[src/core/nco_params.svh]
// Offsets, field positions, reset values and clock source codes for the oscillator block
`ifndef NCO_PARAMS_SVH
`define NCO_PARAMS_SVH

// Register offsets on the plain register port
`define NCO_OFS_ACCL      3'h0
`define NCO_OFS_ACCH      3'h1
`define NCO_OFS_ACCU      3'h2
`define NCO_OFS_STEPL     3'h3
`define NCO_OFS_STEPH     3'h4
`define NCO_OFS_CTRL      3'h5
`define NCO_OFS_CLKSET    3'h6
`define NCO_OFS_IRQ       3'h7

// Reset values
`define NCO_RST_ACC       20'h00000
`define NCO_RST_STEP      16'h0001
`define NCO_RST_BYTE      8'h00

// Control register fields
`define NCO_CTRL_EN       7
`define NCO_CTRL_OE       6
`define NCO_CTRL_OUT      5
`define NCO_CTRL_POL      4
`define NCO_CTRL_PFM      0

// Clock setup register fields
`define NCO_CLK_PWS_HI    7
`define NCO_CLK_PWS_LO    5
`define NCO_CLK_CKS_HI    1
`define NCO_CLK_CKS_LO    0

// Writable bits of the control and clock setup bytes
`define NCO_CTRL_WMASK    8'hD1
`define NCO_CLK_WMASK     8'hE3

// Interrupt register fields: status bit 0, mask bit 4
`define NCO_IRQ_FLAG      0
`define NCO_IRQ_MASK      4

// Clock source codes
`define NCO_CKS_PIN       2'h0
`define NCO_CKS_SYS       2'h1
`define NCO_CKS_FAST      2'h2
`define NCO_CKS_CELL      2'h3

// Accumulator geometry
`define NCO_ACC_MSB       19
`define NCO_UPPER_MSB     3

`endif

[src/core/nco_pkg.sv]
// Types shared by the oscillator block
package nco_pkg;
    typedef struct packed {
        logic [2:0] addr;
        logic [7:0] wdata;
        logic       wr;
        logic       rd;
    } nco_bus_req_t;

    typedef struct packed {
        logic       enable;
        logic       pin_drive_enable;
        logic       output_polarity;
        logic       pulse_frequency_mode;
        logic [2:0] pulse_width_select;
        logic [1:0] clock_source_select;
    } nco_cfg_t;

    typedef enum logic [1:0] {
        NCO_PW_IDLE,
        NCO_PW_HIGH
    } nco_pw_state_t;
endpackage : nco_pkg

[src/core/nco_edge_pick.sv]
// Clock source selector and rising edge detector for the counting clock
`include "nco_params.svh"
module nco_edge_pick (
    input  wire logic       clk_sys,
    input  wire logic       rst,
    input  wire logic [1:0] clock_source_select,
    input  wire logic       external_clock_pin,
    input  wire logic       internal_fast_oscillator,
    input  wire logic       logic_cell_output,
    output logic            tick
);
    logic src;
    logic prev_reg;

    // Mux the source; system clock source ticks every cycle
    always_comb begin
        case (clock_source_select)
            `NCO_CKS_PIN:  src = external_clock_pin;
            `NCO_CKS_FAST: src = internal_fast_oscillator;
            `NCO_CKS_CELL: src = logic_cell_output;
            default:       src = 1'b0;
        endcase
    end

    // Remember last level to find rising edges
    always_ff @(posedge clk_sys) begin
        if (rst) begin
            prev_reg <= 1'b0;
        end else begin
            prev_reg <= src;
        end
    end

    // Inputs are synchronous, so a plain edge compare is safe
    assign tick = (clock_source_select == `NCO_CKS_SYS) ? 1'b1
                                                        : (src & ~prev_reg);
endmodule : nco_edge_pick

[src/core/nco_phase_accumulator_regs.sv]
// Numerically controlled oscillator: registers, accumulator, interrupt
//
// Operation
// - 20-bit accumulator readable, writable as three bytes
// - Upper byte bits 7..4 read zero
// - 16-bit step readable, writable as two bytes
// - Step resets to one
// - Accumulator high, upper, step high reset zero
// - Pulse width only matters in pulse mode
// - Two-bit field picks counting clock source
// - Pulse width is two-power count of ticks
// - Mode bit picks fixed duty or pulse
// - Counts independently of processor sleep state
//
// The register offsets and the strobed register port are this design's own decisions.
`include "nco_params.svh"
module nco_phase_accumulator_regs (
    input  wire logic       clk_sys,
    input  wire logic       rst,
    input  wire logic [2:0] reg_addr,
    input  wire logic [7:0] reg_wdata,
    input  wire logic       reg_wr,
    input  wire logic       reg_rd,
    output logic      [7:0] reg_rdata,
    input  wire logic       external_clock_pin,
    input  wire logic       internal_fast_oscillator,
    input  wire logic       logic_cell_output,
    input  wire logic       cpu_sleep,
    output logic            osc_out,
    output logic            osc_out_oe_n,
    output logic            irq
);
    nco_pkg::nco_bus_req_t req;
    nco_pkg::nco_cfg_t     cfg;
    logic [19:0] acc_reg;
    logic [15:0] step_reg;
    logic [7:0]  ctrl_reg;
    logic [7:0]  clkset_reg;
    logic        flag_reg;
    logic        mask_reg;
    logic [7:0]  rdata_next;
    logic [20:0] sum;
    logic        tick;
    logic        ovf;
    logic        level;
    logic        out_level;
    logic        acc_wr;

    // Bundle the bus request
    assign req = '{addr: reg_addr, wdata: reg_wdata, wr: reg_wr, rd: reg_rd};

    // Decode the configuration fields
    assign cfg.enable               = ctrl_reg[`NCO_CTRL_EN];
    assign cfg.pin_drive_enable     = ctrl_reg[`NCO_CTRL_OE];
    assign cfg.output_polarity      = ctrl_reg[`NCO_CTRL_POL];
    assign cfg.pulse_frequency_mode = ctrl_reg[`NCO_CTRL_PFM];
    assign cfg.pulse_width_select   =
        clkset_reg[`NCO_CLK_PWS_HI:`NCO_CLK_PWS_LO];
    assign cfg.clock_source_select  =
        clkset_reg[`NCO_CLK_CKS_HI:`NCO_CLK_CKS_LO];

    // Write hit test, used by several processes
    function automatic logic hit(input nco_pkg::nco_bus_req_t r,
                                 input logic [2:0] ofs);
        hit = r.wr && (r.addr == ofs);
    endfunction : hit

    nco_edge_pick u_edge (
        .clk_sys                  (clk_sys),
        .rst                      (rst),
        .clock_source_select      (cfg.clock_source_select),
        .external_clock_pin       (external_clock_pin),
        .internal_fast_oscillator (internal_fast_oscillator),
        .logic_cell_output        (logic_cell_output),
        .tick                     (tick)
    );

    // Any software byte write to the accumulator in this cycle
    assign acc_wr = hit(req, `NCO_OFS_ACCL) || hit(req, `NCO_OFS_ACCH) ||
                    hit(req, `NCO_OFS_ACCU);

    // Sleep is deliberately ignored: counting keeps going
    assign sum = {1'b0, acc_reg} + {5'h00, step_reg};
    // A tick lost to a software write must not raise a false overflow
    assign ovf = cfg.enable && tick && !acc_wr &&
                 sum[`NCO_ACC_MSB + 1];

    // Accumulator; software byte writes win over counting
    always_ff @(posedge clk_sys) begin
        if (rst) begin
            acc_reg <= `NCO_RST_ACC;
        end else if (hit(req, `NCO_OFS_ACCL)) begin
            acc_reg[7:0] <= req.wdata;
        end else if (hit(req, `NCO_OFS_ACCH)) begin
            acc_reg[15:8] <= req.wdata;
        end else if (hit(req, `NCO_OFS_ACCU)) begin
            acc_reg[19:16] <= req.wdata[`NCO_UPPER_MSB:0];
        end else if (cfg.enable && tick) begin
            acc_reg <= sum[`NCO_ACC_MSB:0];
        end
    end

    // Step value
    always_ff @(posedge clk_sys) begin
        if (rst) begin
            step_reg <= `NCO_RST_STEP;
        end else if (hit(req, `NCO_OFS_STEPL)) begin
            step_reg[7:0] <= req.wdata;
        end else if (hit(req, `NCO_OFS_STEPH)) begin
            step_reg[15:8] <= req.wdata;
        end
    end

    // Control and clock setup; unimplemented and read-only bits dropped
    always_ff @(posedge clk_sys) begin
        if (rst) begin
            ctrl_reg   <= `NCO_RST_BYTE;
            clkset_reg <= `NCO_RST_BYTE;
        end else begin
            if (hit(req, `NCO_OFS_CTRL)) begin
                ctrl_reg <= req.wdata & `NCO_CTRL_WMASK;
            end
            if (hit(req, `NCO_OFS_CLKSET)) begin
                clkset_reg <= req.wdata & `NCO_CLK_WMASK;
            end
        end
    end

    // Overflow flag is sticky, write one clears, set wins over clear
    always_ff @(posedge clk_sys) begin
        if (rst) begin
            flag_reg <= 1'b0;
            mask_reg <= 1'b0;
        end else begin
            if (ovf) begin
                flag_reg <= 1'b1;
            end else if (hit(req, `NCO_OFS_IRQ) &&
                         req.wdata[`NCO_IRQ_FLAG]) begin
                flag_reg <= 1'b0;
            end
            if (hit(req, `NCO_OFS_IRQ)) begin
                mask_reg <= req.wdata[`NCO_IRQ_MASK];
            end
        end
    end

    assign irq = flag_reg && mask_reg;

    nco_pulse u_pulse (
        .clk_sys (clk_sys),
        .rst     (rst),
        .tick    (tick),
        .ovf     (ovf),
        .pfm     (cfg.pulse_frequency_mode),
        .pws     (cfg.pulse_width_select),
        .enable  (cfg.enable),
        .level   (level)
    );

    // Polarity set inverts the active level
    assign out_level    = level ^ cfg.output_polarity;
    assign osc_out      = out_level;
    assign osc_out_oe_n = ~(cfg.enable && cfg.pin_drive_enable);

    // Read mux; live output level appears in the control byte
    always_comb begin
        rdata_next = 8'h00;
        case (req.addr)
            `NCO_OFS_ACCL:  rdata_next = acc_reg[7:0];
            `NCO_OFS_ACCH:  rdata_next = acc_reg[15:8];
            `NCO_OFS_ACCU:  rdata_next = {4'h0, acc_reg[19:16]};
            `NCO_OFS_STEPL: rdata_next = step_reg[7:0];
            `NCO_OFS_STEPH: rdata_next = step_reg[15:8];
            `NCO_OFS_CTRL: begin
                rdata_next = ctrl_reg;
                rdata_next[`NCO_CTRL_OUT] = out_level;
            end
            `NCO_OFS_CLKSET: rdata_next = clkset_reg;
            `NCO_OFS_IRQ: begin
                rdata_next[`NCO_IRQ_FLAG] = flag_reg;
                rdata_next[`NCO_IRQ_MASK] = mask_reg;
            end
            default: rdata_next = 8'h00;
        endcase
    end

    // Read data stands only in the cycle after the strobe
    always_ff @(posedge clk_sys) begin
        if (rst) begin
            reg_rdata <= 8'h00;
        end else if (req.rd) begin
            reg_rdata <= rdata_next;
        end else begin
            reg_rdata <= 8'h00;
        end
    end

    // Properties below guard the register map, counting and the flag

    // Step comes out of reset as one
    a_step_reset: assert property (@(posedge clk_sys)
        rst |=> step_reg == `NCO_RST_STEP)
        else $error("step not one after reset");

    // Upper byte reads back its nibble with zeros above
    a_upper_zero: assert property (@(posedge clk_sys) disable iff (rst)
        $past(req.rd) && $past(req.addr) == `NCO_OFS_ACCU |->
            reg_rdata == {4'h0, $past(acc_reg[19:16])})
        else $error("upper accumulator nibble not zero");

    // Enabled tick with no write adds the step
    a_acc_adds: assert property (@(posedge clk_sys) disable iff (rst)
        cfg.enable && tick && !req.wr |=>
            acc_reg == $past(sum[`NCO_ACC_MSB:0]))
        else $error("accumulator did not add step");

    // Overflow always leaves the flag set
    a_flag_on_ovf: assert property (@(posedge clk_sys) disable iff (rst)
        ovf |=> flag_reg)
        else $error("overflow did not set flag");

    // Disabled and unwritten accumulator holds still
    a_acc_hold: assert property (@(posedge clk_sys) disable iff (rst)
        !cfg.enable && !req.wr |=> $stable(acc_reg))
        else $error("accumulator moved while disabled");

    // Step high byte takes the written data
    a_step_write: assert property (@(posedge clk_sys) disable iff (rst)
        req.wr && req.addr == `NCO_OFS_STEPH |=>
            step_reg[15:8] == $past(req.wdata))
        else $error("step high byte not written");

    // Fixed duty output only moves on overflow, mode change or disable
    a_fdc_mode: assert property (@(posedge clk_sys) disable iff (rst)
        !cfg.pulse_frequency_mode && !ovf |=> $stable(level) or
            $changed(cfg.pulse_frequency_mode) or !cfg.enable)
        else $error("fixed duty output moved without overflow");

    // Reset clears the accumulator and the control byte
    a_acc_reset: assert property (@(posedge clk_sys)
        rst |=> acc_reg == `NCO_RST_ACC && ctrl_reg == `NCO_RST_BYTE)
        else $error("accumulator not cleared by reset");

    // Low accumulator byte takes its own write
    a_acc_lo_wr: assert property (@(posedge clk_sys)
        disable iff (rst)
        hit(req, `NCO_OFS_ACCL) |=> acc_reg[7:0] == $past(req.wdata))
        else $error("accumulator low byte not written");

    // High accumulator byte takes its own write
    a_acc_hi_wr: assert property (@(posedge clk_sys)
        disable iff (rst)
        hit(req, `NCO_OFS_ACCH) |=> acc_reg[15:8] == $past(req.wdata))
        else $error("accumulator high byte not written");

    // Only the low nibble of an upper byte write is kept
    a_acc_up_wr: assert property (@(posedge clk_sys)
        disable iff (rst)
        hit(req, `NCO_OFS_ACCU) |=>
            acc_reg[19:16] == $past(req.wdata[`NCO_UPPER_MSB:0]))
        else $error("accumulator upper nibble not written");

    // Step low byte takes the written data
    a_step_lo_wr: assert property (@(posedge clk_sys)
        disable iff (rst)
        hit(req, `NCO_OFS_STEPL) |=> step_reg[7:0] == $past(req.wdata))
        else $error("step low byte not written");

    // Step changes only when software writes it
    a_step_stable: assert property (@(posedge clk_sys)
        disable iff (rst)
        !hit(req, `NCO_OFS_STEPL) && !hit(req, `NCO_OFS_STEPH) |=>
            $stable(step_reg))
        else $error("step moved without a write");

    // Sleep request has no hold on the counter
    a_sleep_counts: assert property (@(posedge clk_sys)
        disable iff (rst)
        cpu_sleep && cfg.enable && tick && !acc_wr |=>
            acc_reg == $past(sum[`NCO_ACC_MSB:0]))
        else $error("accumulator stalled during sleep");

    // System clock source adds the step on every cycle
    a_sys_counts: assert property (@(posedge clk_sys)
        disable iff (rst)
        cfg.enable && cfg.clock_source_select == `NCO_CKS_SYS &&
            !acc_wr |=> acc_reg == $past(acc_reg) + 20'($past(step_reg)))
        else $error("system clock source did not count");

    // A carry out leaves the accumulator below where it was
    a_ovf_wraps: assert property (@(posedge clk_sys)
        disable iff (rst)
        ovf |=> acc_reg < $past(acc_reg))
        else $error("overflow without accumulator wrap");

    // Writing a one clears the flag when no overflow competes
    a_flag_clear: assert property (@(posedge clk_sys)
        disable iff (rst)
        hit(req, `NCO_OFS_IRQ) && req.wdata[`NCO_IRQ_FLAG] && !ovf |=>
            !flag_reg)
        else $error("flag not cleared by write of one");

    // Flag is sticky until software clears it
    a_flag_sticky: assert property (@(posedge clk_sys)
        disable iff (rst)
        flag_reg && !(hit(req, `NCO_OFS_IRQ) &&
            req.wdata[`NCO_IRQ_FLAG]) |=> flag_reg)
        else $error("flag dropped without a clear");

    // Read data stand for one cycle only, zero otherwise
    a_read_idle: assert property (@(posedge clk_sys)
        disable iff (rst)
        !req.rd |=> reg_rdata == `NCO_RST_BYTE)
        else $error("read data stood past its cycle");
endmodule : nco_phase_accumulator_regs

[src/core/nco_pulse.sv]
// Output pulse timer for pulse-frequency mode
`include "nco_params.svh"
module nco_pulse (
    input  wire logic       clk_sys,
    input  wire logic       rst,
    input  wire logic       tick,
    input  wire logic       ovf,
    input  wire logic       pfm,
    input  wire logic [2:0] pws,
    input  wire logic       enable,
    output logic            level
);
    nco_pkg::nco_pw_state_t state_reg;
    logic [7:0] cnt_reg;
    logic       fdc_reg;

    // Width in ticks is two to the power of the field
    function automatic logic [7:0] pw_len(input logic [2:0] sel);
        pw_len = 8'h01 << sel;
    endfunction : pw_len

    // Pulse state machine; counts ticks of the selected clock
    always_ff @(posedge clk_sys) begin
        if (rst) begin
            state_reg <= nco_pkg::NCO_PW_IDLE;
            cnt_reg   <= 8'h00;
        end else if (!enable || !pfm) begin
            state_reg <= nco_pkg::NCO_PW_IDLE;
            cnt_reg   <= 8'h00;
        end else begin
            case (state_reg)
                nco_pkg::NCO_PW_IDLE: begin
                    if (ovf) begin
                        state_reg <= nco_pkg::NCO_PW_HIGH;
                        cnt_reg   <= 8'h01;
                    end
                end
                nco_pkg::NCO_PW_HIGH: begin
                    // Retrigger restarts; undefined use by software anyway
                    if (ovf) begin
                        cnt_reg <= 8'h01;
                    end else if (tick) begin
                        if (cnt_reg == pw_len(pws)) begin
                            state_reg <= nco_pkg::NCO_PW_IDLE;
                        end else begin
                            cnt_reg <= cnt_reg + 8'h01;
                        end
                    end
                end
                default: state_reg <= nco_pkg::NCO_PW_IDLE;
            endcase
        end
    end

    // Fixed duty: overflow toggles the output
    always_ff @(posedge clk_sys) begin
        if (rst || !enable) begin
            fdc_reg <= 1'b0;
        end else if (ovf && !pfm) begin
            fdc_reg <= ~fdc_reg;
        end
    end

    // Width field only reaches output in pulse mode
    assign level = pfm ? (state_reg == nco_pkg::NCO_PW_HIGH)
                       : fdc_reg;
endmodule : nco_pulse

[config.mk]
export PLATFORM = sky130hd
export DESIGN_NAME = nco_phase_accumulator_regs
export DESIGN_NICKNAME = d
export VERILOG_FILES = /design/src/core/nco_pkg.sv /design/src/core/nco_edge_pick.sv /design/src/core/nco_phase_accumulator_regs.sv /design/src/core/nco_pulse.sv
export VERILOG_INCLUDE_DIRS = /design/src /design/src/core
export SDC_FILE = /design/constraint.sdc
export NUM_CORES = 1
export LEC_CHECK = 0
export ABC_AREA = 1
export CORE_MARGIN = 5
export CORE_UTILIZATION = 50
export DETAILED_ROUTE_END_ITERATION = 12
export DONT_BUFFER_PORTS = 1
export HOLD_SLACK_MARGIN = 0.08
export SYNTH_ARGS = -nofsm -noshare
export SYNTH_HDL_FRONTEND = slang
export SYNTH_SLANG_ARGS = --single-unit
[constraint.sdc]
create_clock -name clk_sys -period 4.1 [get_ports clk_sys]
set_input_delay 0.41 -clock clk_sys [delete_from_list [all_inputs] [get_ports clk_sys]]
set_output_delay 0.41 -clock clk_sys [all_outputs]
set_load 0.01 [all_outputs]
==> out/results.tsv <==
metric	value	unit
fin_crit	2.436	ns
grt_pass1_wl	21.67	mm
hold_class	primary input to flop	
synthCells	710	
ys_types	36	
postSynth.asyncResetShare	0	%
drive_gt1_share	7.433	%
worst_slack	1.664	ns
grt_antenna_before_repair	0	
clk_pin_slew	0.09	ns
synth-adder-area-share	5.262	%
place_area	4496	um2
die_area	10830	um2
crit_required	4.40	ns
core_area	8678	um2
outcome	complete, no violations	
synth_edf_count	0	
finalCritPeriodShare	59.41	%
chipHeight	104.1	um
overflow	0	
hold_buffers	0	
power.internal	1.041	mW
path_delay_family	simple AND/OR/NAND/NOR gates	
cts_setup_buffers	0	
p_sw	0.3900	mW
cts_max_level	3	
path_buf_inv	0	
rsz0062_at_grt	no	
synth_top_family_by_area	simple AND/OR/NAND/NOR gates	
syn_nets	747	
cts_buffers	9	
dp_hpwl	10.75	mm
max_stage_delay	0.45	ns
routedWlPerCell	16.77	um
vdd_drop_max	0.0001688	V
drc	0	
final_area	4715	um2
cts_tree	done	
slew-limit-headroom	46.12	%
ioPinCount	30	
worstPathArrival	2.74	ns
p_clk_share	43.9	%
p_comb_share	8.9	%
synth_mux_area_share	0	%
cpMaxStageDelayCell	fa_1	
path_common_cell	nand2_1	
postRouteAntennaNets	0	
drt_iter0_markers	310	
yosysSeqAreaShare	29.87	%
grt_max_degree	31	
via_count	4533	
cts_sinks	66	
place_congestion	0.9138	
synth_simple_gate_area_share	35.87	%
io_buffer_count	0	
largest_reg_flops	20	
leakagePower	2.158	nW
worstSetupEndpointType	flop	
pwr_density_cell	303.6	nW/um2
fp-row-count	34	
first_pass_iters	5	
grt.total_usage	25.04	%
sw_frac_of_total	27.25	%
final_cell_mix	nand2_1, inv_1, a21oi_1, nor2_1, dfxtp_1	
wirelength	13.77	mm
slew_viol_final	0	
synth_xor_area_share	2.970	%
area_growth	6.591	%
ys.flop_type	dfxtp_1	
cp-start-kind	flop	
syn_avg_cell_area	6.230	um2
clkLatencyLatePin	0.36	ns
clk_path_buf_depth	2	
synth_area	4423	um2
start_util	50.97	%
reg2reg_slack	1.66	ns
crit_chain	ha_1 -> fa_1 -> nand3_1 -> nand3_2 -> nand2_1 -> nand2_2 -> nand2_1 -> nand2_1 -> nand2_2 -> nand2_1 -> nor2_1 -> nor2_1 -> nor2_2	
dp_slack	1.706	ns
timing.max_cap.violations	0	
finalSetupViolCount	0	
layout_commonest_cell	nand2_1	
worst_pin_slew	0.8073	ns
whs	0.1095	ns
diodes	0	
fmax	410.5	MHz
die_x	104.1	um
grt_pass1_vias	4108	
synth_compound_area_share	16.38	%
hold_violations	0	
cp_max_fo	7	
fill_cells	927	
ys_warn_count	0	
ctsResizeCount	0	
fin_nets	745	
ys_ff_latch	66	
tns	0	ns
pwr-share-seq	47.2	%
clockRootBuffer	clkbuf_8	
via_per_inst	5.521	
fin_skew	0.01420	ns
path_class	flop to flop	
[power groups by stage]
stage / registers [mW] / logic (mW) / clock network [mW]
6_report: 0.675 / 0.128 / 0.628
5_1_grt: 0.677 / 0.146 / 0.671
4_1_cts: 0.675 / 0.127 / 0.638
3_5_place_dp: 0.690 / 0.126 / 0
3_3_place_gp: 0.689 / 0.124 / 0
2_1_floorplan: 0.680 / 0.103 / 0
[worst paths after layout]
path | start | endpoint | cells past startpoint
hold reg to reg | mask_reg$_SDFFE_PP0P_ | mask_reg$_SDFFE_PP0P_ | 2
hold / removal | rst | ctrl_reg[4]$_SDFFE_PP0P_ | 1
setup reg to reg | acc_reg[0]$_SDFFE_PP0P_ | u_pulse.cnt_reg[6]$_SDFFE_PP0P_ | 13
setup / recovery | acc_reg[0]$_SDFFE_PP0P_ | u_pulse.cnt_reg[6]$_SDFFE_PP0P_ | 13
[synthesized netlist by cell type (8+ instances only)]
cell       n  share of area (%)
nor2_1    68                5.8
nand3_1   56                6.3
nor2_2     9                1.3
nand2_2    8                1.1
inv_1     86                7.3
xor2_1    12                2.4
ha_1      17                4.8
inv_2     10               0.85
a21oi_1   68                7.7
o21ai_0   40                4.5
dfxtp_1   66                 30
nand2_1  203                 17
[worst register-to-register path, stage by stage, from the launching register on]
cell,delay [ns]
dfxtp_1,0.33
ha_1,0.28
fa_1,0.46
nand3_1,0.12
nand3_2,0.10
nand2_1,0.09
nand2_2,0.09
nand2_1,0.10
nand2_1,0.11
nand2_2,0.21
nand2_1,0.22
nor2_1,0.15
nor2_1,0.07
nor2_2,0.09
[per-layer routing]
layer  track usage (%)  part of all wire [%]  up-vias  routed length (um)
met3             5.462                   7.7       20                1064
li1                  -                     -     2294                   -
met1             36.70                    48     2061                6545
met5                 0                     0        -                   0
met2             36.98                    43      158                5926
met4             6.568                   1.7        0                 229
[metrics by stage]
| stage | utilization, % | power (mW) | std cells |
|---|---|---|---|
| global route | 54.33 | 1.494 | 821 |
| CTS | 54.33 | 1.439 | 821 |
| detailed placement | 51.80 | 0.8160 | 805 |
| finish | 54.33 | 1.431 | 821 |
| global placement | 51.80 | 0.8137 | 805 |
| floorplan | - | 0.7834 | 710 |
[cell type report]
class                           count  area [um2]  share of cell area (%)
Clock buffer                       10       127.6                   2.707
Clock inverter                      6       91.34                   1.937
Inverter                           97       364.1                   7.723
Multi-Input combinational cell    534        2675                   56.74
Sequential cell                    66        1321                   28.03
Tap cell                          108       135.1                   2.866
[cells by family (layout without fill, tap and decap cells)]
| group | count (synthesis) | after routing |
|---|---|---|
| AO/OA/AOI/OAI | 134 | 134 |
| AND/OR/NAND/NOR | 367 | 367 |
| flip-flops | 66 | 66 |
| XOR/XNOR | 15 | 15 |
| adder cells (fa/ha/maj) | 18 | 18 |
| buffers and inverters | 110 | 113 |
No activity file was read; power rests on OpenSTA's default activity.
